## config.mk

```make
export PLATFORM = sky130hd
export DESIGN_NAME = cksw_top
export DESIGN_NICKNAME = d
export VERILOG_FILES = /design/src/rtl/cksw_top.v /design/src/rtl/cksw_refdiv.v
export VERILOG_INCLUDE_DIRS = /design/src /design/src/rtl
export SDC_FILE = /design/constraint.sdc
export NUM_CORES = 1
export LEC_CHECK = 0
export BUFFER_PORTS_ARGS = -buffer_cell sky130_fd_sc_hd__buf_2
export CAP_MARGIN = 20
export CORE_MARGIN = 2
export CORE_UTILIZATION = 30
export CTS_BUF_LIST = sky130_fd_sc_hd__clkbuf_8
export CTS_CLUSTER_DIAMETER = 100
export DETAILED_ROUTE_END_ITERATION = 10
export PLACE_DENSITY = 0.61
export SYNTH_ARGS = -nofsm -noshare
export SYNTH_HDL_FRONTEND = slang
export SYNTH_SLANG_ARGS = --single-unit
export TNS_END_PERCENT = 1
```

## constraint.sdc

```tcl
create_clock -name pclk -period 4.7 [get_ports pclk]
set_clock_uncertainty 0.05 [all_clocks]
set_input_delay 0.235 -clock pclk [delete_from_list [all_inputs] [get_ports pclk]]
set_output_delay 0.235 -clock pclk [all_outputs]
set_load 0.1 [all_outputs]
```

## src/rtl/cksw_consts.vh

```
// Purpose: Shared constants of the clock switch and reference output block
// Assumes: Included by bare name from every design file of the block
// Notes:   Definitions only
`ifndef CKSW_CONSTS_VH
`define CKSW_CONSTS_VH

// Register byte addresses on APB
`define CKSW_OFS_OSC    12'h000
`define CKSW_OFS_REF    12'h004

// Two-write unlock keys per control byte
`define CKSW_KEY_HI_A   8'h78
`define CKSW_KEY_HI_B   8'h9a
`define CKSW_KEY_LO_A   8'h46
`define CKSW_KEY_LO_B   8'h57

// Unlock progress codes
`define CKSW_KEY_NONE   2'h0
`define CKSW_KEY_HALF   2'h1
`define CKSW_KEY_OPEN   2'h2

// Clock source codes
`define CKSW_SRC_FAST     3'h0
`define CKSW_SRC_FAST_PLL 3'h1
`define CKSW_SRC_PRI      3'h2
`define CKSW_SRC_PRI_PLL  3'h3
`define CKSW_SRC_SEC      3'h4
`define CKSW_SRC_LOW_RC   3'h5
`define CKSW_SRC_LOW_FAST 3'h6
`define CKSW_SRC_FAST_DIV 3'h7

// Oscillator control register fields
`define CKSW_B_REQ      0
`define CKSW_B_SEC_EN   1
`define CKSW_B_DRV      2
`define CKSW_B_FAIL     3
`define CKSW_B_LOCK     5
`define CKSW_B_FREEZE   7
`define CKSW_NEW_MSB    10
`define CKSW_NEW_LSB    8
`define CKSW_CUR_MSB    14
`define CKSW_CUR_LSB    12

// Reference control register fields
`define CKSW_R_EN       15
`define CKSW_R_SLP      13
`define CKSW_R_SEL      12
`define CKSW_R_DIV_MSB  11
`define CKSW_R_DIV_LSB  8

// Oscillator run vector bits
`define CKSW_RUN_FAST   0
`define CKSW_RUN_PRI    1
`define CKSW_RUN_SEC    2
`define CKSW_RUN_LOW    3
`define CKSW_RUN_PLL    4

// Cycles of the new source before changeover
`define CKSW_SETTLE     4'ha

`endif

```

## src/rtl/cksw_top.v

```verilog
// Purpose: System clock switch sequencer with reference clock output
// Assumes: APB slave, zero wait states; oscillator status synchronous to pclk
// Notes:   Clock levels are sampled, so outputs are pclk-quantised
//
// Summary of operation
// - Switching and fail monitor work only when the enable fuse is zero.
// - Switching off: new selection is still written but unused; current shows the fuse source.
// - Switching off: switch request ignores writes and reads zero.
// - Keys 78h, 9Ah to high byte, then next write sets new source.
// - Keys 46h, 57h to low byte, then next write may set request.
// - Request with equal current and new source is cleared and aborted.
// - A real switch clears the lock status and clock fail flag.
// - Start target; wait start-up timer for crystal, lock for PLL.
// - Count ten new-source cycles, then change the system clock.
// - On completion clear request and copy new into current source.
// - Old source turned off unless low RC is needed or secondary enabled.
// - Processor keeps running; the sequencer never stalls the bus.
// - Direct switch between primary PLL and fast RC PLL is refused.
// - Reference enable bit drives the divided clock onto the pin.
// - Source bit picks primary oscillator or current system clock.
// - Sleep bit keeps the reference running in sleep or stops it.
// - Sleep output needs sleep and source bits and primary mode.
// - A fixed half-rate system clock output is also provided.
// - Source fields use the eight-entry three-bit source code.
// - Monitor enabled and freeze set: switch requests are locked out.
//
// The APB interface to the registers and the placing of the registers are this design's own decisions.
`include "cksw_consts.vh"

module cksw_top #(
    parameter DIV_W = 4,
    parameter CNT_W = 15
) (
    // Clock and reset
    input  wire        pclk,
    input  wire        presetn,
    // APB slave
    input  wire        psel,
    input  wire        penable,
    input  wire        pwrite,
    input  wire [11:0] paddr,
    input  wire [31:0] pwdata,
    input  wire [3:0]  pstrb,
    output reg  [31:0] prdata,
    output reg         pready,
    output reg         pslverr,
    // Fuses and oscillator status
    input  wire        switch_enable_fuse,
    input  wire [2:0]  initial_source_fuse,
    input  wire        pri_is_crystal,
    input  wire        osc_startup_done,
    input  wire        pll_lock_in,
    input  wire        new_clk_tick,
    input  wire        clk_fail_in,
    input  wire        low_rc_needed,
    input  wire        sleep_mode,
    input  wire        half_out_mode,
    // Sampled clock levels
    input  wire        pri_clk_level,
    input  wire        sys_clk_level,
    // Oscillator and clock outputs
    output reg  [4:0]  osc_run,
    output reg  [2:0]  sys_clk_sel,
    output reg         switch_busy,
    output wire        refclk_pin,
    output wire        sys_clock_half_out
);
    localparam [2:0] ST_IDLE  = 3'h0;
    localparam [2:0] ST_CHECK = 3'h1;
    localparam [2:0] ST_START = 3'h2;
    localparam [2:0] ST_WAIT  = 3'h3;
    localparam [2:0] ST_COUNT = 3'h4;
    localparam [2:0] ST_DONE  = 3'h5;

    reg        started;
    reg  [2:0] state;
    reg  [2:0] cur_src;
    reg  [2:0] new_src;
    reg  [2:0] tgt_src;
    reg  [3:0] settle;
    reg        req;
    reg        freeze;
    reg        fail;
    reg        lock;
    reg        drv;
    reg        sec_en;
    reg  [1:0] hi_key;
    reg  [1:0] lo_key;
    reg  [4:0] run_int;
    reg        ref_en;
    reg        ref_slp;
    reg        ref_sel;
    reg  [3:0] ref_div;
    reg  [31:0] rd_mux;

    // Source requirements per code
    function [4:0] need;
        input [2:0] s;
        begin
            case (s)
                `CKSW_SRC_FAST:     need = 5'h01;
                `CKSW_SRC_FAST_PLL: need = 5'h11;
                `CKSW_SRC_PRI:      need = 5'h02;
                `CKSW_SRC_PRI_PLL:  need = 5'h12;
                `CKSW_SRC_SEC:      need = 5'h04;
                `CKSW_SRC_LOW_RC:   need = 5'h08;
                `CKSW_SRC_LOW_FAST: need = 5'h01;
                default:            need = 5'h01;
            endcase
        end
    endfunction

    // Bus decode; a write lands at the access edge only
    wire sw_on   = ~switch_enable_fuse;
    wire setup   = psel & ~penable;
    wire wr      = psel & penable & pready & pwrite;
    wire hit_osc = (paddr == `CKSW_OFS_OSC);
    wire hit_ref = (paddr == `CKSW_OFS_REF);
    wire wr_osc  = wr & hit_osc;
    wire wr_ref  = wr & hit_ref;
    wire [7:0] wb1 = pwdata[15:8];
    wire [7:0] wb0 = pwdata[7:0];

    // Byte write counts only after its key pair; request needs enable and no freeze
    wire hi_apply = wr_osc & pstrb[1] & (hi_key == `CKSW_KEY_OPEN);
    wire lo_apply = wr_osc & pstrb[0] & (lo_key == `CKSW_KEY_OPEN);
    wire req_set  = lo_apply & wb0[`CKSW_B_REQ] & sw_on & ~freeze;

    // Redundant or forbidden switches
    wire same_src = (new_src == cur_src);
    wire pll_hop  = ((cur_src == `CKSW_SRC_PRI_PLL) & (new_src == `CKSW_SRC_FAST_PLL)) |
                    ((cur_src == `CKSW_SRC_FAST_PLL) & (new_src == `CKSW_SRC_PRI_PLL));
    wire sw_start = (state == ST_CHECK) & ~same_src & ~pll_hop;

    // Target readiness
    wire tgt_pri  = (tgt_src == `CKSW_SRC_PRI) | (tgt_src == `CKSW_SRC_PRI_PLL);
    wire tgt_pll  = (tgt_src == `CKSW_SRC_FAST_PLL) | (tgt_src == `CKSW_SRC_PRI_PLL);
    wire ost_ok   = ~tgt_pri | ~pri_is_crystal | osc_startup_done;
    wire lock_ok  = ~tgt_pll | pll_lock_in;

    // Sources kept alive beside the active one
    wire [4:0] keep = {1'b0, low_rc_needed, sec_en, 2'b00};

    // Reference output may run in sleep only on the primary
    wire ref_sleep_ok = ref_slp & ref_sel & (cur_src == `CKSW_SRC_PRI);
    wire ref_run      = ref_en & (~sleep_mode | ref_sleep_ok);
    wire pri_down     = sleep_mode & ~(ref_en & ref_sleep_ok);
    wire ref_base     = ref_sel ? pri_clk_level : sys_clk_level;

    // Unlock trackers for both bytes; any other write breaks a pair
    always @(posedge pclk or negedge presetn) begin
        if (!presetn) begin
            hi_key <= `CKSW_KEY_NONE;
            lo_key <= `CKSW_KEY_NONE;
        end else if (wr) begin
            if (wr_osc & pstrb[1] & (hi_key == `CKSW_KEY_NONE) & (wb1 == `CKSW_KEY_HI_A)) begin
                hi_key <= `CKSW_KEY_HALF;
            end else if (wr_osc & pstrb[1] & (hi_key == `CKSW_KEY_HALF) &
                         (wb1 == `CKSW_KEY_HI_B)) begin
                hi_key <= `CKSW_KEY_OPEN;
            end else begin
                hi_key <= `CKSW_KEY_NONE;
            end
            if (wr_osc & pstrb[0] & (lo_key == `CKSW_KEY_NONE) & (wb0 == `CKSW_KEY_LO_A)) begin
                lo_key <= `CKSW_KEY_HALF;
            end else if (wr_osc & pstrb[0] & (lo_key == `CKSW_KEY_HALF) &
                         (wb0 == `CKSW_KEY_LO_B)) begin
                lo_key <= `CKSW_KEY_OPEN;
            end else begin
                lo_key <= `CKSW_KEY_NONE;
            end
        end
    end

    // New source field; fuse value is caught after reset release
    always @(posedge pclk or negedge presetn) begin
        if (!presetn) begin
            new_src <= `CKSW_SRC_FAST;
        end else if (!started) begin
            new_src <= initial_source_fuse;
        end else if (hi_apply) begin
            new_src <= wb1[2:0];
        end
    end

    // Plain low byte controls; freeze can only be set
    always @(posedge pclk or negedge presetn) begin
        if (!presetn) begin
            freeze <= 1'b0;
            drv    <= 1'b0;
            sec_en <= 1'b0;
        end else if (lo_apply) begin
            freeze <= freeze | (wb0[`CKSW_B_FREEZE] & sw_on);
            drv    <= wb0[`CKSW_B_DRV];
            sec_en <= wb0[`CKSW_B_SEC_EN];
        end
    end

    // Fail flag: hardware set beats software or switch clear
    always @(posedge pclk or negedge presetn) begin
        if (!presetn) begin
            fail <= 1'b0;
        end else if (sw_on & clk_fail_in) begin
            fail <= 1'b1;
        end else if (sw_start | (lo_apply & ~wb0[`CKSW_B_FAIL])) begin
            fail <= 1'b0;
        end
    end

    // Lock status follows the running PLL, dropped at switch start
    always @(posedge pclk or negedge presetn) begin
        if (!presetn) begin
            lock <= 1'b0;
        end else if (sw_start) begin
            lock <= 1'b0;
        end else begin
            lock <= pll_lock_in & run_int[`CKSW_RUN_PLL];
        end
    end

    // Switch sequencer; the bus is never held, so code keeps running
    always @(posedge pclk or negedge presetn) begin
        if (!presetn) begin
            started <= 1'b0;
            state   <= ST_IDLE;
            cur_src <= `CKSW_SRC_FAST;
            tgt_src <= `CKSW_SRC_FAST;
            settle  <= 4'h0;
            req     <= 1'b0;
            run_int <= 5'h00;
        end else if (!started | !sw_on) begin
            started <= 1'b1;
            state   <= ST_IDLE;
            cur_src <= initial_source_fuse;
            req     <= 1'b0;
            run_int <= need(initial_source_fuse) | keep;
        end else begin
            case (state)
                ST_IDLE: begin
                    run_int <= need(cur_src) | keep;
                    if (req) begin
                        state <= ST_CHECK;
                    end
                end
                ST_CHECK: begin
                    tgt_src <= new_src;
                    if (same_src | pll_hop) begin
                        req   <= 1'b0;
                        state <= ST_IDLE;
                    end else begin
                        state <= ST_START;
                    end
                end
                ST_START: begin
                    run_int <= run_int | need(tgt_src) | keep;
                    state   <= ST_WAIT;
                end
                ST_WAIT: begin
                    settle <= 4'h0;
                    if (ost_ok & lock_ok) begin
                        state <= ST_COUNT;
                    end
                end
                ST_COUNT: begin
                    if (new_clk_tick) begin
                        if (settle == `CKSW_SETTLE - 4'h1) begin
                            state <= ST_DONE;
                        end else begin
                            settle <= settle + 4'h1;
                        end
                    end
                end
                ST_DONE: begin
                    cur_src <= tgt_src;
                    req     <= 1'b0;
                    run_int <= need(tgt_src) | keep;
                    state   <= ST_IDLE;
                end
                default: begin
                    state <= ST_IDLE;
                end
            endcase
            if (req_set) begin
                req <= 1'b1;
            end
        end
    end

    // Registered oscillator enables and clock select
    always @(posedge pclk or negedge presetn) begin
        if (!presetn) begin
            osc_run     <= 5'h00;
            sys_clk_sel <= `CKSW_SRC_FAST;
            switch_busy <= 1'b0;
        end else begin
            osc_run     <= run_int & ~({4'h0, pri_down} << `CKSW_RUN_PRI);
            sys_clk_sel <= cur_src;
            switch_busy <= (state != ST_IDLE);
        end
    end

    // Reference control register, free to write
    always @(posedge pclk or negedge presetn) begin
        if (!presetn) begin
            ref_en  <= 1'b0;
            ref_slp <= 1'b0;
            ref_sel <= 1'b0;
            ref_div <= 4'h0;
        end else if (wr_ref & pstrb[1]) begin
            ref_en  <= pwdata[`CKSW_R_EN];
            ref_slp <= pwdata[`CKSW_R_SLP];
            ref_sel <= pwdata[`CKSW_R_SEL];
            ref_div <= pwdata[`CKSW_R_DIV_MSB:`CKSW_R_DIV_LSB];
        end
    end

    // Read word assembly; unused bits read zero
    always @* begin
        rd_mux = 32'h0000_0000;
        if (hit_osc) begin
            rd_mux[`CKSW_CUR_MSB:`CKSW_CUR_LSB] = cur_src;
            rd_mux[`CKSW_NEW_MSB:`CKSW_NEW_LSB] = new_src;
            rd_mux[`CKSW_B_FREEZE] = freeze;
            rd_mux[`CKSW_B_LOCK]   = lock;
            rd_mux[`CKSW_B_FAIL]   = fail;
            rd_mux[`CKSW_B_DRV]    = drv;
            rd_mux[`CKSW_B_SEC_EN] = sec_en;
            rd_mux[`CKSW_B_REQ]    = req & sw_on;
        end else if (hit_ref) begin
            rd_mux[`CKSW_R_EN]  = ref_en;
            rd_mux[`CKSW_R_SLP] = ref_slp;
            rd_mux[`CKSW_R_SEL] = ref_sel;
            rd_mux[`CKSW_R_DIV_MSB:`CKSW_R_DIV_LSB] = ref_div;
        end
    end

    // APB answer one cycle after setup; unmapped gives an error
    always @(posedge pclk or negedge presetn) begin
        if (!presetn) begin
            pready  <= 1'b0;
            pslverr <= 1'b0;
            prdata  <= 32'h0000_0000;
        end else begin
            pready  <= setup;
            pslverr <= setup & ~hit_osc & ~hit_ref;
            if (setup & ~pwrite) begin
                prdata <= rd_mux;
            end
        end
    end

    // Programmable reference output
    cksw_refdiv #(.DIV_W (DIV_W), .CNT_W (CNT_W)) u_ref (
        .clk        (pclk),
        .rstn       (presetn),
        .base_level (ref_base),
        .div        (ref_div),
        .run        (ref_run),
        .clk_out    (refclk_pin)
    );

    // Fixed half-rate system clock output
    cksw_refdiv #(.DIV_W (DIV_W), .CNT_W (CNT_W)) u_half (
        .clk        (pclk),
        .rstn       (presetn),
        .base_level (sys_clk_level),
        .div        (4'h1),
        .run        (half_out_mode),
        .clk_out    (sys_clock_half_out)
    );
endmodule // cksw_top

```

## src/rtl/cksw_refdiv.v

```verilog
// Purpose: Power-of-two divider of a sampled clock level
// Assumes: Base level is synchronous to clk and below half its rate
// Notes:   Field 0 passes the base level through one flop
`include "cksw_consts.vh"

module cksw_refdiv #(
    parameter DIV_W = 4,
    parameter CNT_W = 15
) (
    // Clock and reset
    input  wire             clk,
    input  wire             rstn,
    // Control
    input  wire             base_level,
    input  wire [DIV_W-1:0] div,
    input  wire             run,
    // Divided clock
    output reg              clk_out
);
    localparam [CNT_W-1:0] ONE   = 1;
    localparam [DIV_W-1:0] D_ONE = 1;

    reg              prev;
    reg  [CNT_W-1:0] cnt;
    wire             rise    = base_level & ~prev;
    // Half period in base edges, less one
    wire [CNT_W-1:0] half_m1 = (ONE << (div - D_ONE)) - ONE;

    // Edge detect and toggle counter; stopped output sits low
    always @(posedge clk or negedge rstn) begin
        if (!rstn) begin
            prev    <= 1'b0;
            cnt     <= {CNT_W{1'b0}};
            clk_out <= 1'b0;
        end else begin
            prev <= base_level;
            if (!run) begin
                cnt     <= {CNT_W{1'b0}};
                clk_out <= 1'b0;
            end else if (div == {DIV_W{1'b0}}) begin
                clk_out <= base_level;
            end else if (rise) begin
                if (cnt == half_m1) begin
                    cnt     <= {CNT_W{1'b0}};
                    clk_out <= ~clk_out;
                end else begin
                    cnt <= cnt + ONE;
                end
            end
        end
    end
endmodule // cksw_refdiv

```

[After elaboration in Yosys (flattened, before gate mapping)]
Cells that the tools add are included.
W data, S select, Z words.
Storage, ports and cells
  output and inout port bits: 45
  logic and storage cells: 246
  flip-flop bits (word level): 98
  bits of input ports: 67
Operators by class
  add/sub/neg operators: 5
  bitwise gates (word level): 79
  equal/unequal tests: 48
  reduce and logical (&&, ||, !) cells: 20
  shifts and indexed selects: 1
  mux-type cells: 62
Operator list (count)
  $mux W15: 7
  $pmux W5 S5: 3
  $and A1 B1 Y1: 42
  $mux W5: 8
  $add A15 B1 Y15 const B: 2
  $mux W3: 10
  $eq A3 B2 Y1 const B: 9
  $eq A3 B3 Y1 const B: 8
  $eq A8 B7 Y1 const B: 3
  $mux W1: 20
  $or A5 B4 Y5: 4
  $not A1 Y1: 19
  $ne A3 B3 Y1 const B: 6
  $eq A15 B15 Y1: 1
  $eq A3 B1 Y1 const B: 5
  $logic_not A15 Y1: 1
  $pmux W3 S5: 1
  $pmux W5 S3: 1
  $shl A1 B4 Y15 const A: 1
  $sub A15 B1 Y15 const B: 1
  $eq A12 B3 Y1 const B: 1
  $logic_not A12 Y1: 1
  $mux W2: 6
  $mux W4: 3
  other kinds (26): 52

[Depth between registers and ports, before layout]
Gate-level depths: netlist of the first run.
  word-level depth: 11
  mapped depth: 16
  mapped depth without buffers: 10

[Modules after synthesis]
Synthesis of the first run repeated with hierarchy kept, for this count alone.
Second synthesis, totals
  cell total of the unflattened synthesis: 773
  area, all modules: 6815.3 um2
Modules (own cells, without submodules)
  cksw_refdiv: sequential area each 425.4 um2, times used 2, area each 1730.4 um2, cells each 215
  cksw_top: sequential area each 1601.5 um2, times used 1, area each 3354.5 um2, cells each 343

[Worst setup path after synthesis of the first run]
Ideal clock, no wire load.
  path type: flip-flop to flip-flop
  from: reg ref_div[2]
  to: reg u_ref.cnt[10]
  slack: 1.440 ns
  stages on the path, launching flop included: 15
  setup time: 0.126 ns
  data arrival time: 3.084 ns
  clock period less this slack: 3.260 ns
  required time: 4.524 ns
  path buffers: 4
  cell sequence: dfrtp_1 > buf_2 > buf_2 > nor4b_4 > inv_1 > ha_1 > or3b_1 > or2_0 > and3_1 > nor4_2 > and2_1 > buf_6 > a21oi_4 > buf_6 > a221o_1
On the way
  word-level cells in the longest chain between the ends: 8
  elaborated cells on any way between the ends: 11
  those cells by class: add/sub: 2; eq/ne: 2; shift: 1; mux: 4; reduce/logical: 2
Ends and longest elaborated chain
  from (decl): line cksw_top.v:93  | reg [3:0] ref_div;
  from (signal assigned): line cksw_top.v:313  | ref_div <= pwdata[`CKSW_R_DIV_MSB:`CKSW_R_DIV_LSB];
  $sub A4 B1 Y4: line cksw_refdiv.v:27  | wire [CNT_W-1:0] half_m1 = (ONE << (div - D_ONE)) - ONE;
  $shl A1 B4 Y15: line cksw_refdiv.v:27
  $sub A15 B1 Y15: line cksw_refdiv.v:27
  $eq A15 B15 Y1: line cksw_refdiv.v:43  | if (cnt == half_m1) begin
  $mux W15: line cksw_refdiv.v:43
  $mux W15: line cksw_refdiv.v:42  | end else if (rise) begin
  $mux W15: line cksw_refdiv.v:40  | end else if (div == {DIV_W{1'b0}}) begin
  $mux W15: line cksw_refdiv.v:37  | if (!run) begin
  to (signal assigned): line cksw_refdiv.v:38  | cnt <= {CNT_W{1'b0}};
  to (signal assigned): line cksw_refdiv.v:44  | cnt <= {CNT_W{1'b0}};
  to (signal assigned): line cksw_refdiv.v:47  | cnt <= cnt + ONE;
  to (decl): line cksw_refdiv.v:24  | reg [CNT_W-1:0] cnt;
Parallel ways exist; a longest one is shown, timed or not. The select of a mux whose other input is x is not followed.
A chain may end at the register's enable or synchronous reset.

[Final worst setup path of the first run]
  from: reg ref_div[1]
  to: reg u_ref.cnt[3]
The elaborated chain is that of the path after synthesis.

==> results of run 1 <==
==> synthesized netlist by cell type (all sizes together) (3+ instances only) <==
cell	number	area (sq um)
dfrtp	98	2452
nand2	80	300.3
nor2	53	198.9
o21ai	40	200.2
buf	35	272.8
nand3	30	150.1
a21oi	25	136.4
clkbuf	20	75.07
inv	20	75.07
a211oi	17	127.6
nand4	15	93.84
and3	13	81.33
a221o	11	110.1
ha	11	137.6
mux2	11	123.9
nor3	11	55.05
xor2	11	96.34
mux2i	10	100.1
nor4	10	75.07
a221oi	9	78.83
nand2b	9	56.30
nor2b	8	50.05
or3	7	43.79
and2	6	37.54
nor4b	6	67.56
xnor2	6	52.55
a211o	5	43.79
nand4b	4	35.03
o211ai	4	30.03
o41ai	4	53.81
a21boi	3	22.52
a22o	3	26.28
a31oi	3	18.77
nor3b	3	22.52
nor4bb	3	30.03
==> critical path: stages (launching register included) <==
cell	delay [ns]
dfrtp_1	0.43
nor4b_4	0.32
inv_1	0.08
ha_1	0.33
or3b_1	0.45
or2_0	0.24
and3_1	0.19
nor4_2	0.24
and2_1	0.62
a21oi_4	0.26
a221o_1	0.39
==> worst paths after layout <==
path	start	endpoint	slack (ns)	cells past startpoint
worst min-delay path	penable	pready	0.02	2
worst max register to register	ref_div[1]	u_ref.cnt[3]	0.98	10
min in group asynchronous	presetn	pready	0.42	2
worst max-delay path	ref_div[1]	u_ref.cnt[3]	0.98	10
worst min register to register	run_int[0]	osc_run[0]	0.34	0
max in group asynchronous	presetn	prdata[14]	3.13	3
==> flip-flops by register name, summed over array words and instances (netlist names), 2 cells and up <==
| name | cells |
|---|---|
| u_half.cnt | 15 |
| u_ref.cnt | 15 |
| prdata | 14 |
| osc_run | 5 |
| run_int | 5 |
| ref_div | 4 |
| settle | 4 |
| cur_src | 3 |
| new_src | 3 |
| state | 3 |
| sys_clk_sel | 3 |
| tgt_src | 3 |
| hi_key | 2 |
| lo_key | 2 |
==> per-layer routing <==
| metal | vias up | wire [um] | global-route usage (%) |
|---|---|---|---|
| met1 | 2386 | 7517 | 21.84 |
| met3 | 22 | 730 | 2.399 |
| li1 | 2420 | - | - |
| met2 | 116 | 6566 | 22.18 |
| met5 | - | 0 | 0 |
| met4 | 0 | 328 | 5.882 |
==> kinds of logic (layout without fill, tap and decap cells) <==
| kind of cell | count (synthesis) | count (layout) |
|---|---|---|
| buf+inv | 76 | 123 |
| xor+xnor | 17 | 17 |
| fa+ha+maj | 11 | 11 |
| simple gates | 268 | 268 |
| flops | 98 | 98 |
| compound gates | 148 | 148 |
| mux | 21 | 21 |
| other cells | 2 | 21 |
==> cell type report <==
cell class	count	area (sq um)	share of cell area [%]
clock buffer	10	137.6	2.077
tap	265	331.6	5.005
clock inverter	6	128.9	1.945
inverter	21	78.83	1.190
sequential	98	2452	37.02
antenna	2	5.005	0.07554
timing repair buffer	86	467.9	7.063
multi-input combinational	484	3023	45.63
==> power by group <==
group	internal, mW	switching, mW
Sequential	0.866	0.0219
Clock	0.419	0.301
Combinational	0.0521	0.237
==> what timing repair did <==
item | 4_1_cts | 5_1_grt
hold endpoints to repair | 57 | 0
hold buffers | 3 | 0
buffers inserted | 0 | 0
==> summary.txt, run 1 <==
Worst setup path
  • Worst setup EP type: flop
  • Required time worst endpoint: around 5 ns
  • Worst endpoint data arrival time: a little under 4 ns
  • CP Class: flop to flop
  • CP max FO: 16
  • Critical path startpoint category: flop

Placed design
  • Cells after DPL: 950
  • Dpl hpwl: between 10000 and 15000 um
  • Routability cong.: ~0.83
  • Setup WS pre-CTS: about 1 ns
  • I/O Buffers: 75
  • Placed inst area: between 6000 and 7000 sq um

Logic synthesis
  • Synth warnings: 0
  • Top_reg_cell synth: dfrtp_1
  • Largest family of logic cells by synthesized area: simple AND/OR/NAND/NOR gates
  • Xor/xnor share of the synthesized area: under 10%
  • Adder-Cell Fraction of Synth Area: approximately 2.4%
  • Post-synthesis mux area share: between 3 and 4%
  • Synthesized cell area: just under 6000 sq um
  • Number of synthesized flops with an enable pin: 0
  • Async SR Flop Fraction: 100.0%
  • Avg Cell Area, Syn: slightly above 9 sq um
  • Yosys reg bits: just under 100
  • Compound-Gate Fraction of Synth Area: a little under a fifth
  • Register area share after synthesis: a little over two fifths
  • Post-Synth Simple-Gate Area: a little under a quarter
  • Mapped Cells: between 600 and 700
  • Count of cell types in the netlist: 71

Layout
  • Commonest cells after routing, fill and taps aside: dfrtp_1 (98), nand2_1 (80), buf_2 (74), nor2_1 (53), o21ai_0 (39)
  • Final Net Count: 778
  • Final core occ: between 30% and 40%
  • Most common cell after layout, fill and taps aside: dfrtp_1
  • Final Cell Area: between 6000 and 7000 sq um
  • Non-Filler Instances: a little under 1000
  • Layout cells sized above 1: between 10% and 20%
  • P&R area growth vs syn: 13.48%
  • Fill cell total of the finished layout: about 2000

Floorplanning
  • I/O pin cnt: ~110
  • Num rows: 51
  • Die H: 143.5 um
  • Die Width: about 140 um
  • Initial Util: a little under a third
  • Die area: slightly above 20000 sq um
  • Core area: between 15000 and 20000 sq um

Pwr
  • PD cells: about 290 nW/um^2
  • Worst VDD drop: around 100 uV
  • Pwr Total: approximately 1.9 mW
  • Pleak: between 3 and 4 nW

Clock tree
  • Longest Clk Path Bufs: 2
  • Root buffer cell: clkbuf_8
  • Worst-Skew Late Latency: around 0.37 ns
  • Clk slew on worst S/H paths: 0.09 ns
  • Htree depth: 3
  • Clock tree from TritonCTS: built
  • PostCTS Resize Cnt: 0
  • Clock sink count: 98
  • Inserted Clock Buffers: 9

Worst hold path
  • Worst min path class: input pin to flop

Detailed routing
  • Routed len/inst: between 15 and 20 um
  • Antenna Violating Nets Remaining: 0
  • DRT Pass-1 Iters: 5
  • Residual DRC: 0
  • Vias: just under 5000
  • Initial drt markers: ~400
  • DR vias/cell: between 5 and 6
  • Post-Route WL: around 15000 um

STA
  • Final Hold Viols: 0
  • Final period utilization: approximately four fifths
  • Max-slew violations: 0
  • Fmax achieved: about 270 MHz
  • RSZ-0062 raised after global routing: false
  • Final setup fails: 0
  • Post-route setup slack: between 0.9 and 1 ns
  • Setup TNS: 0 ns
  • Fin crit period: around 3.7 ns
  • Min Hold Slack: 0.01572 ns
  • Relative slew slack: 30.09%
  • Worst-Margin Slew: 1.040 ns

Global route
  • First-pass GRT wire length: approximately 24000 um
  • Vias in the first global route: between 4000 and 5000
  • Grt total ovfl: 0
  • Antenna violations before repair: 2
  • Largest net degree at the start of global routing: 57
  • GRT Total Usage: 15.00%

Job
  • Maximum Capacitance Violations: 0

Status
  • Result of the run: finished, final reports clean
No activity file was read; power rests on OpenSTA's default activity.
==> inputs of run 2 (changes only) <==
--- a/config.mk
+++ b/config.mk
@@ -6,6 +6,7 @@
 export SDC_FILE = /design/constraint.sdc
 export NUM_CORES = 1
 export LEC_CHECK = 0
+export ABC_AREA = 1
 export BUFFER_PORTS_ARGS = -buffer_cell sky130_fd_sc_hd__buf_2
 export CAP_MARGIN = 20
 export CORE_MARGIN = 2
@@ -13,7 +14,7 @@
 export CTS_BUF_LIST = sky130_fd_sc_hd__clkbuf_8
 export CTS_CLUSTER_DIAMETER = 100
 export DETAILED_ROUTE_END_ITERATION = 10
-export PLACE_DENSITY = 0.61
+export PLACE_DENSITY = 0.62
 export SYNTH_ARGS = -nofsm -noshare
 export SYNTH_HDL_FRONTEND = slang
 export SYNTH_SLANG_ARGS = --single-unit
==> constraint.sdc (replaced) <==
create_clock -name pclk -period 3.1 [get_ports pclk]
set_clock_uncertainty 0.05 [all_clocks]
set_input_delay 0.155 -clock pclk [delete_from_list [all_inputs] [get_ports pclk]]
set_output_delay 0.155 -clock pclk [all_outputs]
set_load 0.1 [all_outputs]
==> run 2 against run 1 <==
Sequential cell count is the same. Total power grew 43%. Sequential share of layout area shrank 0.056 points. Largest cell class unchanged. Highest routed layer is now met5. Setup slack lost 0.47 ns.
==> summary.txt, run 2 <==
Clock tree
  • Htree depth: 3
  • Clk slew on worst S/H paths: around 0.1 ns
  • Inserted Clock Buffers: 9
  • Root buffer cell: clkbuf_8
  • Clock sink count: 98
  • Worst-Skew Late Latency: 0.38 ns
  • Clock tree from TritonCTS: built
  • Setup bufs post-CTS: 0
  • Longest Clk Path Bufs: 2

Placed design
  • I/O Buffers: 75
  • Routability cong.: slightly below 0.9
  • Placed inst area: 6274 sq um
  • Dpl hpwl: ~11000 um

Logic synthesis
  • Post-synth top area share: 43.31%
  • Mapped Cells: approximately 740
  • Count of cell types in the netlist: 45
  • Yosys reg bits: between 90 and 100
  • Register area share after synthesis: 43.31%
  • Top_reg_cell synth: dfrtp_1
  • Commonest cells in the netlist: nand2_1 (182), inv_1 (103), dfrtp_1 (98)
  • Synth warnings: 0
  • Async SR Flop Fraction: 100.0%
  • Area contributors post-synth: dfrtp_1 (43%), nand2_1 (12%), inv_1 (6.8%)
  • Synthesized cell area: approximately 5700 sq um
  • Number of synthesized flops with an enable pin: 0
  • Top-count cell post-synth: nand2_1
  • Largest area contributor in the netlist: dfrtp_1
  • Avg Cell Area, Syn: roughly 7.6 sq um

Worst setup path
  • CP max stage cell: dfrtp_1
  • Max stage delay on crit path: around 0.42 ns
  • Cell repeated most along the worst path: nand2_1
  • CP cell instances: inv_1 -> nor2_2 -> nand2_1 -> ha_1 -> inv_1 -> nand3_1 -> nand3_1 -> nand2_1 -> nor2_1 -> nand2_1 -> nor2_1 -> nand2_1 -> nand2_4 -> a21boi_0
  • CP bufs+invs: 2
  • CP max FO: 14
  • Required time worst endpoint: about 3.3 ns
  • Worst setup EP type: flop
  • Worst endpoint data arrival time: about 2.8 ns
  • CP Class: flop to flop
  • Top delay family on crit path: simple AND/OR/NAND/NOR gates
  • Critical path startpoint category: flop

Layout
  • Final Net Count: a little over 900
  • P&R area growth vs syn: 17.19%
  • Most common cell after layout, fill and taps aside: nand2_1
  • Ant diodes: 0
  • Layout cells sized above 1: roughly 15%
  • Fill cell total of the finished layout: between 1500 and 2000
  • Biggest regs: u_half.cnt (15), u_ref.cnt (15), prdata (14)
  • Commonest cells after routing, fill and taps aside: nand2_1 (182), inv_1 (103), dfrtp_1 (98), buf_2 (74), nor2_1 (62)
  • Final Cell Area: about 6600 sq um

STA
  • Max-slew violations: 0
  • Fin crit period: 2.592 ns
  • Worst-Margin Slew: between 0.8 and 0.9 ns
  • RSZ-0062 raised after global routing: false
  • Final setup fails: 0
  • Final Hold Viols: 0
  • Final period utilization: about 84%
  • Fmax achieved: about 390 MHz
  • Relative slew slack: between 40 and 50%
  • Setup TNS: 0 ns

Pwr
  • PD cells: ~400 nW/um^2
  • Worst VDD drop: about 210 uV
  • Pleak: 3.219 nW
  • Pwr Total: between 2 and 3 mW

Global route
  • Vias in the first global route: roughly 4800
  • Antenna violations before repair: 1
  • Largest net degree at the start of global routing: 63
  • First-pass GRT wire length: 23580 um
  • Grt total ovfl: 0
  • GRT Total Usage: between 10 and 15%

Floorplanning
  • Die H: approximately 140 um
  • Die area: ~20000 sq um
  • Die Width: between 100 and 150 um
  • Num rows: 50
  • Initial Util: 30.47%
  • I/O pin cnt: about 110
  • Core area: ~19000 sq um

Detailed routing
  • Routed len/inst: between 10 and 15 um
  • Antenna Violating Nets Remaining: 0
  • Initial drt markers: 293
  • Vias: between 5000 and 6000
  • Residual DRC: 0
  • DR vias/cell: ~4.7
  • DRT Pass-1 Iters: 4
  • Post-Route WL: between 10000 and 15000 um

Job
  • Maximum Capacitance Violations: 0

Status
  • Result of the run: finished, final reports clean

Worst hold path
  • Worst min path class: input pin to flop
-- run 2: routing by layer --
metal	share of wire, %	vias up	GRT usage (%)
met3	4.8	16	3.240
li1	-	2604	-
met4	1.4	2	4.737
met1	49	2330	20.38
met2	44	101	22.94
met5	0.091	-	0
-- run 2: cells by family after synthesis --
family	synth area share [%]
other cells	0.1326
compound gates	13.61
buf+inv	10.34
xor+xnor	2.475
mux	0.3757
fa+ha+maj	2.431
simple gates	27.31
flops	43.31
-- run 2: worst paths after layout --
check                               end  slack, ns  cells past startpoint  startpoint
max                        u_ref.cnt[0]       0.51                     14  ref_div[0]
min                           lo_key[1]       0.02                      4   pwdata[5]
max reg2reg                u_ref.cnt[0]       0.51                     14  ref_div[0]
min reg2reg                  osc_run[0]       0.34                      0  run_int[0]
max in group asynchronous    osc_run[1]       1.99                      3     presetn
min in group asynchronous        pready       0.34                      2     presetn
-- run 2: area by class of cell --
class	instances	area [sq um]	area share (%)
inverters	110	412.9	6.223
clock inverters	6	48.80	0.7354
repair buffers	97	598.1	9.014
well taps	234	292.8	4.413
multi-input cells	526	2693	40.58
flip-flops and latches	98	2452	36.96
clock buffers	10	137.6	2.074
-- run 2: metrics by stage --
step                      instances  hold slack, ns  utilization, %  worst slack, ns
after global placement         1048          0.2571           33.76           0.5167
after global routing           1081         0.02744           35.71           0.1085
after CTS                      1081        0.001500           35.68           0.4113
after detailed placement       1048          0.2559           33.76           0.4255
final                          1081         0.02088           35.71           0.5078
after floorplan                 759         -0.1906               -           0.7894
-- run 2: timing repair --
| action | CTS | global route |
|---|---|---|
| hold buffers | 17 | 0 |
| setup endpoints to repair | 0 | 1 |
| endpoints found under the hold margin | 74 | 0 |
| gates resized for setup | 0 | 1 |
-- run 2: power breakdown --
| part | switching, mW | internal, mW |
|---|---|---|
| Combinational | 0.435 | 0.110 |
| Clock | 0.490 | 0.322 |
| Sequential | 0.0335 | 1.32 |
-- run 2: tightest hold or removal path, delay by kind of cell --
kind | cells | cell delay [ns]
simple gates | 2 | 0.10
buf+inv | 1 | 0.08
compound gates | 1 | 0.08
==> inputs of run 3 (changes only) <==
==> constraint.sdc (replaced) <==
create_clock -name pclk -period 2.3 [get_ports pclk]
set_clock_uncertainty 0.05 [all_clocks]
set_input_delay 0.115 -clock pclk [delete_from_list [all_inputs] [get_ports pclk]]
set_output_delay 0.115 -clock pclk [all_outputs]
set_load 0.1 [all_outputs]
==> run 3 against run 2 <==
Sequential cell count unchanged. Total power is 41% higher. Critical path type unchanged. Hold slack lost 0.0018 ns. Highest routed layer is now met4. Maximum frequency up 17%. Non-clock buffer count rose by 40. Global-route usage rose by 1.1 points. First-iteration DRC count up 32%. Critical path depth up 1.
==> summary.txt, run 3 (synthesis results as in run 2) <==
Pwr
  • Pint: approximately 2.5 mW
  • PD cells: 541.7 nW/um^2
  • Net Sw Frac: 35.38%
  • Seq pwr share: between 40% and 50%
  • Switching power: 1.355 mW
  • Worst VDD drop: 264.2 uV
  • Pwr Total: 3.830 mW
  • Comb pwr share: about 20%
  • Fraction of power consumed by the clock network: 32.2%
  • Pleak: 3.438 nW

Global route
  • Antenna violations before repair: 0
  • First-pass GRT wire length: ~25000 um
  • Largest net degree at the start of global routing: between 40 and 50
  • GRT Total Usage: between 15 and 20%
  • Vias in the first global route: slightly below 5000
  • Grt total ovfl: 0

Worst setup path
  • Required time worst endpoint: 2.53 ns
  • Worst setup EP type: flop
  • Critical path startpoint category: flop
  • CP Class: flop to flop
  • CP max FO: 6
  • Worst endpoint data arrival time: roughly 2.4 ns

Layout
  • P&R area growth vs syn: 24.88%
  • Commonest cells after routing, fill and taps aside: nand2_1 (180), inv_1 (102), dfrtp_1 (96), buf_2 (74), nor2_1 (61)
  • Final core occ: between 30% and 40%
  • Ant diodes: 0
  • Layout cells sized above 1: 18.15%
  • Fill cell total of the finished layout: approximately 1900
  • Biggest regs: u_half.cnt (15), u_ref.cnt (15), prdata (14)
  • Non-Filler Instances: 1121
  • Final Net Count: 960
  • Most common cell after layout, fill and taps aside: nand2_1

Detailed routing
  • DR top layer: met4
  • DRT Pass-1 Iters: 6
  • DR vias/cell: 4.739
  • Vias: around 5300
  • Met3 Wirelength: between 900 and 1000 um
  • Met1 wire length: between 7000 and 8000 um
  • Post-Route WL: ~15000 um
  • Residual DRC: 0
  • Antenna Violating Nets Remaining: 0
  • Routed len/inst: 13.68 um
  • Initial drt markers: between 300 and 400
  • Met2 routed WL: 6966 um

Placed design
  • Dpl hpwl: between 10000 and 15000 um
  • I/O Buffers: 75
  • Routability cong.: between 0.9 and 1
  • Cells after DPL: ~1100

Floorplanning
  • Initial Util: a little under a third
  • Die Width: roughly 140 um
  • Die area: ~20000 sq um
  • Die H: ~140 um
  • Num rows: 50
  • Core area: 18580 sq um
  • I/O pin cnt: roughly 110

STA
  • Fmax achieved: about 450 MHz
  • Worst-Margin Slew: between 0.5 and 0.6 ns
  • Min Hold Slack: ~0.019 ns
  • Setup TNS: 0 ns
  • Final period utilization: between 90% and 100%
  • Final setup fails: 0
  • Relative slew slack: ~64%
  • Fin crit period: 2.207 ns
  • Max-slew violations: 0
  • Final Hold Viols: 0

Clock tree
  • Clk slew on worst S/H paths: roughly 0.10 ns
  • Clock sink count: 98
  • Longest Clk Path Bufs: 2
  • Clock tree from TritonCTS: built
  • Htree depth: 3
  • Inserted Clock Buffers: 9
  • Root buffer cell: clkbuf_8
  • Worst-Skew Late Latency: around 0.4 ns

Status
  • Result of the run: finished, final reports clean

Job
  • Maximum Capacitance Violations: 0

Worst hold path
  • Worst min path class: input pin to flop
-- run 3: metal layers --
layer  global-route usage (%)  vias to the layer above
met4                    5.684                        0
met2                    25.11                      161
met3                    3.881                       24
met1                    20.89                     2441
li1                         -                     2686
met5                        0                        -
-- run 3: per-stage QoR --
stage                     setup WS [ns]  instance area (sq um)
final                           0.09297                   7071
after global routing           -0.03357                   7071
after CTS                       0.01365                   6948
after detailed placement        0.02793                   6446
after global placement          0.08004                   6446
after floorplan                 0.07911                   5731
-- run 3: critical path, stage by stage (launching register included) --
cell	delay (ns)
dfrtp_2	0.46
nor2_4	0.15
nand3_2	0.10
ha_4	0.20
buf_4	0.14
nand2_1	0.07
nand3_1	0.07
nand2_1	0.07
nand3_1	0.08
nor2_1	0.09
nand2_1	0.07
nor2_2	0.14
nand2_2	0.09
nand2_4	0.10
clkbuf_16	0.16
o21ai_2	0.05
-- run 3: repair_timing --
action,CTS,global route
gates resized for setup,0,11
endpoints found under the hold margin,60,0
hold buffers,29,0
setup endpoints to repair,0,16
setup buffers,0,8
-- run 3: area by class of cell --
class / count / area, sq um / area share, %
tap: 234 / 292.8 / 4.141
clock buffer: 9 / 123.9 / 1.752
sequential: 98 / 2455 / 34.72
inverter: 110 / 412.9 / 5.840
timing repair buffer: 137 / 970.9 / 13.73
multi-input combinational: 526 / 2728 / 38.58
clock inverter: 7 / 87.58 / 1.239
-- run 3: path summary, 6_finish.rpt --
kind	from	endpoint	slack, ns	depth (start not counted)
worst max-delay path	ref_div[3]	u_ref.cnt[14]	0.09	15
max in group asynchronous	presetn	ref_div[1]	1.31	3
worst min-delay path	pwdata[9]	ref_div[1]	0.02	3
worst min register to register	run_int[0]	osc_run[0]	0.33	0
worst max register to register	ref_div[3]	u_ref.cnt[14]	0.09	15
min in group asynchronous	presetn	lo_key[1]	0.18	2
-- run 3: power groups by stage --
| stage | Sequential [mW] | Clock, mW | Combinational [mW] |
|---|---|---|---|
| 2_1_floorplan | 2.10 | 0 | 0.316 |
| 3_3_place_gp | 1.85 | 0 | 0.739 |
| 3_5_place_dp | 1.86 | 0 | 0.747 |
| 4_1_cts | 1.82 | 1.27 | 0.781 |
| 5_1_grt | 1.83 | 1.35 | 0.833 |
| 6_report | 1.82 | 1.23 | 0.775 |
